**src/ubrg_pkg.sv**
```systemverilog
/*
 Package for the UART1 baud rate generator: APB register map, field
 positions, reset values, mode codes and fixed division counts.
 Assumes a single 40 MHz system clock domain.
*/
package ubrg_pkg;
   // Register byte offsets
   localparam logic [7:0] UBRG_OFS_CTRL = 8'h00;
   localparam logic [7:0] UBRG_OFS_RELOAD = 8'h04;
   localparam logic [7:0] UBRG_OFS_COUNTER = 8'h08;
   localparam logic [7:0] UBRG_OFS_STATUS = 8'h0C;
   // Control register field positions
   localparam int UBRG_CTL_RUN = 0;
   localparam int UBRG_CTL_BYPASS = 1;
   localparam int UBRG_CTL_DOUBLER = 2;
   localparam int UBRG_CTL_X3 = 3;
   localparam int UBRG_CTL_P0SEL = 4;
   localparam int UBRG_CTL_MODE_LO = 5;
   localparam int UBRG_CTL_TIMER = 8;
   localparam int UBRG_CTL_P0X3 = 9;
   localparam int UBRG_CTL_W = 10;
   // Reset values
   localparam logic [7:0] UBRG_RST_BYTE = 8'h00;
   localparam logic [9:0] UBRG_RST_CTRL = 10'h000;
   // Mode codes, zero through four
   localparam logic [2:0] UBRG_MODE0 = 3'h0;
   localparam logic [2:0] UBRG_MODE1 = 3'h1;
   localparam logic [2:0] UBRG_MODE2 = 3'h2;
   localparam logic [2:0] UBRG_MODE3 = 3'h3;
   localparam logic [2:0] UBRG_MODE4 = 3'h4;
   // Fixed division counts (terminal values)
   localparam logic [7:0] UBRG_DIV12 = 8'h0B;
   localparam logic [7:0] UBRG_DIV4 = 8'h03;
   localparam logic [7:0] UBRG_DIV32 = 8'h1F;
   localparam logic [7:0] UBRG_DIV64 = 8'h3F;
   localparam logic [7:0] UBRG_DIV96 = 8'h5F;
   localparam logic [7:0] UBRG_DIV192 = 8'hBF;
   localparam logic [3:0] UBRG_DIV16 = 4'hF;
   localparam logic [3:0] UBRG_DIV8 = 4'h7;
   localparam logic [7:0] UBRG_CNT_MAX = 8'hFF;
   localparam logic [31:0] UBRG_ZERO32 = 32'h0000_0000;
endpackage

```
**src/ubrg_apb.sv**
```systemverilog
/*
 APB slave for the baud generator registers. Zero wait states; unmapped
 addresses read zero and raise pslverr. Assumes one clock with the core.
*/
module ubrg_apb
   import ubrg_pkg::*;
(
   input wire logic clock_i,
   input wire logic rstn_i,
   input wire logic psel_i,
   input wire logic penable_i,
   input wire logic pwrite_i,
   input wire logic [7:0] paddr_i,
   input wire logic [31:0] pwdata_i,
   input wire logic [31:0] rd_ctrl_i,
   input wire logic [31:0] rd_reload_i,
   input wire logic [31:0] rd_counter_i,
   input wire logic [31:0] rd_status_i,
   output logic wr_ctrl_o,
   output logic wr_reload_o,
   output logic wr_counter_o,
   output logic [31:0] prdata_o,
   output logic pslverr_o
);
   typedef struct packed {
      logic [31:0] rdata;
      logic err;
   } ubrg_apb_s;
   ubrg_apb_s s_q, s_d;
   logic access;
   logic hit;
   logic [31:0] mux;

   // Setup phase and address decode
   always_comb begin
      access = psel_i && !penable_i;
      hit = 1'b1;
      unique case (paddr_i)
         UBRG_OFS_CTRL: mux = rd_ctrl_i;
         UBRG_OFS_RELOAD: mux = rd_reload_i;
         UBRG_OFS_COUNTER: mux = rd_counter_i;
         UBRG_OFS_STATUS: mux = rd_status_i;
         default: begin
            mux = UBRG_ZERO32;
            hit = 1'b0;
         end
      endcase
      s_d = s_q;
      if (access) begin
         s_d.rdata = pwrite_i ? UBRG_ZERO32 : mux;
         s_d.err = !hit;
      end
   end

   // Write strobes in the access phase
   always_comb begin
      wr_ctrl_o = psel_i && penable_i && pwrite_i && (paddr_i == UBRG_OFS_CTRL);
      wr_reload_o = psel_i && penable_i && pwrite_i && (paddr_i == UBRG_OFS_RELOAD);
      wr_counter_o = psel_i && penable_i && pwrite_i && (paddr_i == UBRG_OFS_COUNTER);
   end

   // Read data latched at setup, held through access
   always_ff @(posedge clock_i or negedge rstn_i) begin
      if (!rstn_i) begin
         s_q <= '0;
      end else begin
         s_q <= s_d;
      end
   end

   assign prdata_o = s_q.rdata;
   assign pslverr_o = s_q.err;
endmodule

```
**src/ubrg_divider.sv**
```systemverilog
/*
 Programmable divider: emits a one-cycle pulse every (term+1) enabled ticks.
 Assumes term is stable or that a restart on change is acceptable.
*/
module ubrg_divider
   import ubrg_pkg::*;
(
   input wire logic clock_i,
   input wire logic rstn_i,
   input wire logic en_i,
   input wire logic [7:0] term_i,
   output logic tick_o
);
   typedef struct packed {
      logic [7:0] cnt;
      logic tick;
   } ubrg_div_s;
   ubrg_div_s s_q, s_d;

   // Count enabled ticks and pulse at the terminal value
   always_comb begin
      s_d = s_q;
      s_d.tick = 1'b0;
      if (en_i) begin
         if (s_q.cnt >= term_i) begin
            s_d.cnt = UBRG_RST_BYTE;
            s_d.tick = 1'b1;
         end else begin
            s_d.cnt = s_q.cnt + 8'h01;
         end
      end
   end

   // State register
   always_ff @(posedge clock_i or negedge rstn_i) begin
      if (!rstn_i) begin
         s_q <= '0;
      end else begin
         s_q <= s_d;
      end
   end

   assign tick_o = s_q.tick;
endmodule

```
**src/ubrg_top.sv**
```systemverilog
/*
 Baud rate generator of the second serial port: 8-bit auto-reload counter,
 divide-by-two clock output, peripheral toggle source, port 0 time base
 selection and the fixed-rate shift and bit clocks of modes 0, 2 and 4.
 Assumes an APB master on the same 40 MHz clock and a serial engine that
 consumes one-cycle tick enables.
*/
// Overview of operation
// - an 8-bit up-counter plus a separate software-writable 8-bit reload register.
// - overflow reloads the counter and keeps counting; time base for modes 1, 3.
// - while stopped, writing the reload value also writes the counter.
// - while running, reload writes leave the counter alone.
// - counter writes change only the counter, never the reload value.
// - clock output toggles on each overflow, half the overflow rate.
// - overflow feeds other peripherals whenever the generator runs, engine busy or idle.
// - software may select the overflow as serial port 0 baud time base.
// - modes 1, 3 rate is 2^doubler/16 of clock/(12 or 1)/(256-reload).
// - mode 0 shift clock is system clock over 12, or over 4.
// - mode 2 rate is 2^doubler times system clock over 64 or 192.
// - five operating modes, zero through four.
// - no framing error detection and no address recognition here.
// - in modes 0 and 4 the bypass bit acts as the times-three control.
// - port plus generator can act as an 8-bit auto-reload timer.
// - this port runs independently of port 0, own mode and speed.
module ubrg_top
   import ubrg_pkg::*;
(
   input wire logic clock_i,
   input wire logic rstn_i,
   input wire logic psel_i,
   input wire logic penable_i,
   input wire logic pwrite_i,
   input wire logic [7:0] paddr_i,
   input wire logic [31:0] pwdata_i,
   output logic [31:0] prdata_o,
   output logic pready_o,
   output logic pslverr_o,
   output logic baud_overflow_pulse_o,
   output logic baud_clock_out_o,
   output logic periph_toggle_o,
   output logic port0_time_base_o,
   output logic bit_tick_o,
   output logic shift_tick_o,
   output logic timer_flag_o
);
   typedef struct packed {
      logic [7:0] baud_counter;
      logic [7:0] baud_reload_value;
      logic baud_gen_run;
      logic clock_div12_bypass;
      logic baud_doubler;
      logic mode_times_three;
      logic port0_sel;
      logic [2:0] mode;
      logic port1_timer_mode;
      logic port0_times_three;
      logic ovf;
      logic clk_out;
      logic toggle;
      logic p0_tb;
      logic [3:0] sub16;
      logic bit_tick;
      logic shift_tick;
      logic timer_flag;
      logic [3:0] pre12;
   } ubrg_s;
   ubrg_s s_q, s_d;

   logic wr_ctrl, wr_reload, wr_counter;
   logic sys_div12;
   logic fix_tick;
   logic [7:0] fix_term;
   logic [31:0] rd_ctrl, rd_reload, rd_counter, rd_status;

   // Wrap test used by the counting path
   function automatic logic ubrg_wraps(input logic [7:0] cnt);
      return cnt == UBRG_CNT_MAX;
   endfunction

   // Register bus slave
   ubrg_apb u_apb (
      .clock_i(clock_i),
      .rstn_i(rstn_i),
      .psel_i(psel_i),
      .penable_i(penable_i),
      .pwrite_i(pwrite_i),
      .paddr_i(paddr_i),
      .pwdata_i(pwdata_i),
      .rd_ctrl_i(rd_ctrl),
      .rd_reload_i(rd_reload),
      .rd_counter_i(rd_counter),
      .rd_status_i(rd_status),
      .wr_ctrl_o(wr_ctrl),
      .wr_reload_o(wr_reload),
      .wr_counter_o(wr_counter),
      .prdata_o(prdata_o),
      .pslverr_o(pslverr_o)
   );

   // Read-back images, upper bits zero
   always_comb begin
      rd_ctrl = UBRG_ZERO32;
      rd_ctrl[UBRG_CTL_RUN] = s_q.baud_gen_run;
      rd_ctrl[UBRG_CTL_BYPASS] = s_q.clock_div12_bypass;
      rd_ctrl[UBRG_CTL_DOUBLER] = s_q.baud_doubler;
      rd_ctrl[UBRG_CTL_X3] = s_q.mode_times_three;
      rd_ctrl[UBRG_CTL_P0SEL] = s_q.port0_sel;
      rd_ctrl[UBRG_CTL_MODE_LO +: 3] = s_q.mode;
      rd_ctrl[UBRG_CTL_TIMER] = s_q.port1_timer_mode;
      rd_ctrl[UBRG_CTL_P0X3] = s_q.port0_times_three;
      rd_reload = {24'h000000, s_q.baud_reload_value};
      rd_counter = {24'h000000, s_q.baud_counter};
      rd_status = {29'h00000000, s_q.timer_flag, s_q.clk_out, s_q.baud_gen_run};
   end

   // Fixed-rate divider term: modes 0/4 and mode 2
   always_comb begin
      unique case (s_q.mode)
         UBRG_MODE0, UBRG_MODE4: fix_term = s_q.clock_div12_bypass ? UBRG_DIV4 : UBRG_DIV12;
         UBRG_MODE2: begin
            if (s_q.mode_times_three) begin
               fix_term = s_q.baud_doubler ? UBRG_DIV96 : UBRG_DIV192;
            end else begin
               fix_term = s_q.baud_doubler ? UBRG_DIV32 : UBRG_DIV64;
            end
         end
         default: fix_term = UBRG_DIV12;
      endcase
   end

   // Shift/bit clock for fixed-rate modes, independent of the counter
   ubrg_divider u_fix (
      .clock_i(clock_i),
      .rstn_i(rstn_i),
      .en_i(1'b1),
      .term_i(fix_term),
      .tick_o(fix_tick)
   );

   // Prescaler tick: system clock over twelve
   assign sys_div12 = (s_q.pre12 == UBRG_DIV12[3:0]);

   // Next-state logic of the generator
   always_comb begin
      logic adv;
      logic wrap;
      adv = 1'b0;
      wrap = 1'b0;
      s_d = s_q;
      s_d.pre12 = sys_div12 ? 4'h0 : s_q.pre12 + 4'h1;
      s_d.ovf = 1'b0;
      s_d.bit_tick = 1'b0;
      s_d.shift_tick = 1'b0;
      // Control register
      if (wr_ctrl) begin
         s_d.baud_gen_run = pwdata_i[UBRG_CTL_RUN];
         s_d.clock_div12_bypass = pwdata_i[UBRG_CTL_BYPASS];
         s_d.baud_doubler = pwdata_i[UBRG_CTL_DOUBLER];
         s_d.mode_times_three = pwdata_i[UBRG_CTL_X3];
         s_d.port0_sel = pwdata_i[UBRG_CTL_P0SEL];
         s_d.mode = (pwdata_i[UBRG_CTL_MODE_LO +: 3] > UBRG_MODE4) ? UBRG_MODE0
                    : pwdata_i[UBRG_CTL_MODE_LO +: 3];
         s_d.port1_timer_mode = pwdata_i[UBRG_CTL_TIMER];
         s_d.port0_times_three = pwdata_i[UBRG_CTL_P0X3];
      end
      // Counting, one step per selected tick
      adv = s_q.baud_gen_run && (s_q.clock_div12_bypass || sys_div12);
      wrap = adv && ubrg_wraps(s_q.baud_counter);
      if (adv) begin
         s_d.baud_counter = wrap ? s_q.baud_reload_value : s_q.baud_counter + 8'h01;
      end
      s_d.ovf = wrap;
      // Reload register write
      if (wr_reload) begin
         s_d.baud_reload_value = pwdata_i[7:0];
         if (!s_q.baud_gen_run) begin
            s_d.baud_counter = pwdata_i[7:0];
         end
      end
      // Direct counter write never touches the reload value
      if (wr_counter) begin
         s_d.baud_counter = pwdata_i[7:0];
      end
      // Derived clocks from overflow
      if (wrap) begin
         s_d.clk_out = !s_q.clk_out;
         s_d.toggle = !s_q.toggle;
         s_d.sub16 = s_q.sub16 + 4'h1;
         if (s_q.port1_timer_mode) begin
            s_d.timer_flag = 1'b1;
         end
         if ((s_q.baud_doubler && (s_q.sub16[2:0] == UBRG_DIV8[2:0]))
             || (s_q.sub16 == UBRG_DIV16)) begin
            s_d.bit_tick = (s_q.mode == UBRG_MODE1) || (s_q.mode == UBRG_MODE3);
         end
      end
      // Control write with the timer bit low clears the flag; a new overflow wins
      if (wr_ctrl && !pwdata_i[UBRG_CTL_TIMER] && !wrap) begin
         s_d.timer_flag = 1'b0;
      end
      s_d.p0_tb = s_q.port0_sel && wrap;
      // Fixed-rate modes; no frame error or address match logic exists here
      if ((s_q.mode == UBRG_MODE0) || (s_q.mode == UBRG_MODE4)) begin
         s_d.shift_tick = fix_tick;
      end else if (s_q.mode == UBRG_MODE2) begin
         s_d.bit_tick = fix_tick;
      end
   end

   // State register
   always_ff @(posedge clock_i or negedge rstn_i) begin
      if (!rstn_i) begin
         s_q <= '0;
      end else begin
         s_q <= s_d;
      end
   end

   // Outputs straight from flops, pready tied high
   assign pready_o = 1'b1;
   assign baud_overflow_pulse_o = s_q.ovf;
   assign baud_clock_out_o = s_q.clk_out;
   assign periph_toggle_o = s_q.toggle;
   assign port0_time_base_o = s_q.p0_tb;
   assign bit_tick_o = s_q.bit_tick;
   assign shift_tick_o = s_q.shift_tick;
   assign timer_flag_o = s_q.timer_flag;
endmodule
```
**config.mk**
```make
export PLATFORM = sky130hd
export DESIGN_NAME = ubrg_top
export DESIGN_NICKNAME = d
export VERILOG_FILES = /design/src/ubrg_pkg.sv /design/src/ubrg_apb.sv /design/src/ubrg_divider.sv /design/src/ubrg_top.sv
export SDC_FILE = /design/constraint.sdc
export NUM_CORES = 1
export LEC_CHECK = 0
export ABC_CLOCK_PERIOD_IN_PS = 2850
export BUFFER_PORTS_ARGS = -buffer_cell sky130_fd_sc_hd__buf_4
export CORE_MARGIN = 2
export CORE_UTILIZATION = 33
export DETAILED_ROUTE_END_ITERATION = 10
export GPL_TIMING_DRIVEN = 0
export PLACE_DENSITY_LB_ADDON = 0.1
export SETUP_SLACK_MARGIN = 0.3
export SYNTH_ARGS = -nofsm -noshare
export SYNTH_HDL_FRONTEND = slang
export SYNTH_SLANG_ARGS = --single-unit
```
**constraint.sdc**
```tcl
create_clock -name clock_i -period 2.85 [get_ports clock_i]
set_input_delay 0.285 -clock clock_i [delete_from_list [all_inputs] [get_ports clock_i]]
set_output_delay 0.285 -clock clock_i [all_outputs]
set_load 0.02 [all_outputs]
```
After elaboration in Yosys (flattened, before gate mapping)

Index checks and enable logic that the tools add are counted.

Register bits after elaboration: 83
Word-level logic and storage cells: 94
Output and inout bits: 41
Input port bits: 45

$lt $le $gt $ge: 2
Eq/ne operators: 11
Muxes and demuxes: 25
Reduce and logical (&&, ||, !) cells: 29
Add/subtract/negate cells: 4

Operator list:

| operator                                       | number |
|---|---|
| two-way mux 8 bit                              | 7 |
| case mux 10 bit (4 select lines)               | 1 |
| adder 8 x 1 -> 8 bit (second input constant)   | 2 |
| == test 8 x 4 -> 1 bit (second input constant) | 2 |
| two-way mux 16 bit                             | 1 |
| case mux 8 bit (2 select lines)                | 1 |
| logical AND 1 bit                              | 12 |
| two-way mux 1 bit                              | 10 |
| two-way mux 10 bit                             | 1 |
| adder 4 x 1 -> 4 bit (second input constant)   | 2 |
| == test 4 bit (second input constant)          | 2 |
| == test 8 x 3 -> 1 bit (second input constant) | 1 |
| == test 8 bit (second input constant)          | 1 |
| >= comparator 8 bit                            | 1 |
| zero test 8 bit                                | 1 |
| two-way mux 4 bit                              | 2 |
| == test 3 x 2 -> 1 bit (second input constant) | 2 |
| == test 3 bit (second input constant)          | 2 |
| zero test 1 bit                                | 6 |
| two-way mux 6 bit                              | 1 |
| logical OR 1 bit                               | 4 |
| nonzero test 2 bit                             | 2 |
| OR reduction 4 bit                             | 1 |
| == test 3 x 1 -> 1 bit (second input constant) | 1 |
| 5 further kinds                                | 5 |

Longest topological paths before layout

Depth in word-level cells: 9
Gate-level depth with buffers: 7

Cells and area by module

A second synthesis with hierarchy kept.

Cell total of the unflattened synthesis: 447
Area, all modules: 4812.1 um^2

Modules (own cells, without submodules):

| module       | instances | cells each | sequential area each (um^2) | area an instance (um^2) |
|---|---|---|---|---|
| ubrg_apb     | 1         | 197        | 825.8                       | 2193.4 |
| ubrg_top     | 1         | 179        | 1026.0                      | 1996.9 |
| ubrg_divider | 1         | 71         | 225.2                       | 621.8 |

Least setup slack after synthesis

No wires, ideal clock.

Kind: reg2reg
From: reg s_q (netlist bit rd_ctrl[5])
To: reg u_fix.s_q[3] (netlist name)
Clock period less this slack: 1.940 ns
Arrival time: 1.798 ns
Library setup time: 0.142 ns
Required time: 2.708 ns
Path buffers: 0
Slack: 0.910 ns
Stages on the path, launching flop included: 8
Cells stage by stage: dfrtp_1 > nor3b_1 > inv_1 > ha_1 > a21o_1 > a21oi_1 > o211ai_1 > nor2_1

RTL lines:

| element                | line               | source |
|---|---|---|
| start, declared        | ubrg_top.sv:67     | `ubrg_s s_q, s_d;` |
| start signal, assigned | ubrg_top.sv:213    | `s_q <= '0;` |
| start signal, assigned | ubrg_top.sv:215    | `s_q <= s_d;` |
| end signal, assigned   | ubrg_divider.sv:37 | `s_q <= '0;` |
| end signal, assigned   | ubrg_divider.sv:39 | `s_q <= s_d;` |
| end, declared          | ubrg_divider.sv:18 | `ubrg_div_s s_q, s_d;` |

==> impl_metrics.csv <==
group,metric,value,unit
status,outcome,"finished, final reports clean",
drt,drc,0,
placed_design,place_ws,0.449,ns
logic_synthesis,ys_types,43,
drt,drtIter0Drc,105,
floorplanning,die_w,104,µm
timing,post-route-min-period,2.19,ns
drt,viasPerCell,4.74,
clock_network,cts-root-buf,"clkbuf_8",
logic_synthesis,ys.flop_type,"dfrtp_1",
global_route,antenna_found_initial,0,
power,finalPower,2.06,mW
placed_design,routabilityCongestion,0.829,
timing,hold_slack,0.00311,ns
logic_synthesis,ys_seq_area_share,46.6,%
clock_network,tritoncts,"yes",
cells_and_area,area.sequential,0.00153,mm²
drt,ant_nets,0,
cells_and_area,final_common_cell,"buf_4",
logic_synthesis,synth_edf_count,0,
floorplanning,start_util,33.8,%
cells_and_area,final_area,0.00403,mm²
logic_synthesis,syn_area,0.00328,mm²
run,maxCapViolations,0,
hold_path,hold_path_class,"in2async",
logic_synthesis,async_flop_share,100,%
timing,finalSetupTns,0,ns
placed_design,detailed_place_hpwl,5410,µm
clock_network,cts_max_level,3,
logic_synthesis,yosysTopAreaCell,"dfrtp_1",
worst_setup_path,worstPathArrival,2.46,ns
power,power.density,512,mW/mm²
worst_setup_path,crit_path_top_delay_cell,"nor3b_1",
drt,wl_per_cell,14.5,µm
floorplanning,fp-row-count,36,
drt,vias,2458,
cells_and_area,nNetsFinal,437,
global_route,grt_pass1_wl,12900,µm
logic_synthesis,avgSynthCellArea,10.6,µm²
logic_synthesis,ys_ff_latch,61,
floorplanning,fp.coreArea,0.00968,mm²
floorplanning,io_pins,86,
worst_setup_path,cpPeakStageDelay,0.49,ns
worst_setup_path,worstPathCellList,"nor3b_1 -> nand3_1 -> ha_1 -> a21o_1 -> a21oi_1 -> o211ai_1 -> buf_4 -> nor2_1",
worst_setup_path,endpoint_kind,"flop",
clock_network,clk_path_buf_depth,2,
global_route,gr-total-overflow,0,
logic_synthesis,ys_warn_count,0,
logic_synthesis,syn_inst,308,
timing,rsz0062_at_grt,"false",
timing,min_period_over_period,76.8,%
timing,drv_slew,0,
timing,setup_ws,0.660,ns
worst_setup_path,path_max_fanout,9,
clock_network,path_clk_slew,0.07,ns
drt,wirelength,7550,µm
timing,setup_violations,0,
placed_design,post_dp_cell_area,0.00382,mm²
placed_design,portBuffers,40,
cells_and_area,fillers,948,
timing,timing.slew.headroom,48.8,%
floorplanning,dieArea,0.0107,mm²
timing,hold_viol,0,
timing,max_freq,457,MHz
drt,drt_pre_antenna_iters,4,
cells_and_area,layout-drive-gt1-share,29.0,%
worst_setup_path,cp.required,3.12,ns
power,p_leak,2.03,nW
cells_and_area,final_cell_mix,"65 x buf_4, 61 x dfrtp_1, 24 x nand2_1, 23 x conb_1, 20 x o21ai_0",
cells_and_area,area_growth,22.9,%
clock_network,cts_hold_buf,0,
global_route,grt_pass1_vias,2483,
worst_setup_path,worst_setup_path_start_kind,"flop",
power,vdd_drop_max,0.278,mV
worst_setup_path,crit_type,"reg2reg",
logic_synthesis,synth_area_leaders,"dfrtp_1 47%, mux2_2 6.2%, buf_4 5.5%, ha_1 4.2%, o21ai_0 3.1%",
timing,worst_pin_slew,0.768,ns
floorplanning,fp.dieH,104,µm
clock_network,clkSinkCount,61,
logic_synthesis,synth_top_area_share,46.6,%
global_route,grt_use_total,15.2,%
global_route,grt_max_degree,62,
timing,skew,0.00787,ns
clock_network,clk_latency,0.34,ns
cells_and_area,antennaDiodeCount,0,
clock_network,cts_made_buffers,9,
cells_and_area,multi_input_area,0.00158,mm²
logic make-up (layout without fill, tap and decap cells):
| kind of cell | Yosys count | after routing | share of synthesized area [%] |
|---|---|---|---|
| mux | 27 | 27 | 9.70 |
| buf+inv | 40 | 97 | 7.64 |
| other cells | 2 | 23 | 0.229 |
| simple gates | 96 | 96 | 16.3 |
| xor+xnor | 11 | 11 | 2.94 |
| flops | 61 | 61 | 46.6 |
| fa+ha+maj | 11 | 11 | 4.20 |
| compound gates | 60 | 60 | 12.4 |
sequential cells by signal, indices dropped and copies added, names as in the netlist:
signal and count:
baud_clock_out_o 1, shift_tick_o 1, u_apb.prdata_o 10, u_apb.pslverr_o 1, s_q 8, timer_flag_o 1
u_fix.s_q 8, rd_counter 8, port0_time_base_o 1, u_fix.tick_o 1, rd_ctrl 10, periph_toggle_o 1
rd_reload 8, bit_tick_o 1, baud_overflow_pulse_o 1
power breakdown:
group / internal, mW / switching, mW
registers: 0.920 / 0.0549
clock network: 0.408 / 0.341
logic: 0.150 / 0.188
total: 1.48 / 0.584
worst paths after layout:
kind / slack, ns / cells after the start / startpoint / endpoint
max: 0.66 / 8 / rd_ctrl[5]$_DFFE_PN0P_ / u_fix.s_q[7]$_DFF_PN0_
min: 0.003 / 1 / rstn_i / u_apb.prdata_o[8]$_DFFE_PN0P_
max reg2reg: 0.66 / 8 / rd_ctrl[5]$_DFFE_PN0P_ / u_fix.s_q[7]$_DFF_PN0_
min reg2reg: 0.47 / 1 / s_q[0]$_DFF_PN0_ / s_q[0]$_DFF_PN0_
max in group asynchronous: 2.32 / 1 / rstn_i / s_q[2]$_DFF_PN0_
min in group clock_i: 0.14 / 2 / pwrite_i / u_apb.prdata_o[1]$_DFFE_PN0P_
synth_stat cells (2+ instances only):
cell type and number:
dfrtp_1 61, nand3b_1 2, o21ai_0 20, and3_1 8, inv_1 6, clkbuf_1 2, a22o_1 8, nor3b_1 4
xor2_1 8, and2_1 4, o2111a_1 4, mux4_2 2, a21oi_1 8, nand4_1 5, nand2_1 24, buf_4 24
conb_1 2, mux2i_1 7, o41ai_1 3, nand3_1 11, nor2_1 19, nand2b_1 6, a31oi_1 5, o211ai_1 2
and4_1 2, nor2b_1 2, mux2_2 18, nor3_1 3, ha_1 11, a21o_1 2, xnor2_1 3, buf_2 8
o31ai_1 4
stage by stage:
step,cells,util [%]
finish,519,41.6
detailed placement,502,39.5
global route,519,41.6
CTS,518,41.5
floorplan,329,-
global placement,502,39.5
per-layer routing:
metal / vias up / GRT usage, % / wire [µm]
met5: - / 0 / 0
li1: 1223 / - / -
met4: 0 / 4.05 / 78
met3: 7 / 4.91 / 352
met1: 1176 / 19.9 / 3600
met2: 52 / 24.3 / 3520
final cells by class:
type	count	share of cell area (%)
timing repair buffer	41	7.64
clock buffer	13	4.44
inverter	6	0.559
buffer	34	5.66
tap	133	4.13
clock inverter	3	0.435
sequential	61	37.9
multi-input combinational	228	39.2
critical path, delay by kind of cell (launching register included):
kind / cells / cell delay [ns]
flops: 1 / 0.46
buf+inv: 1 / 0.18
fa+ha+maj: 1 / 0.33
compound gates: 3 / 0.42
simple gates: 3 / 0.73
what timing repair did:
item	CTS	global route
setup endpoints to repair	0	8
resized for setup	0	0
setup buffers	0	1
Note: power is estimated with default switching activity, not from simulation.
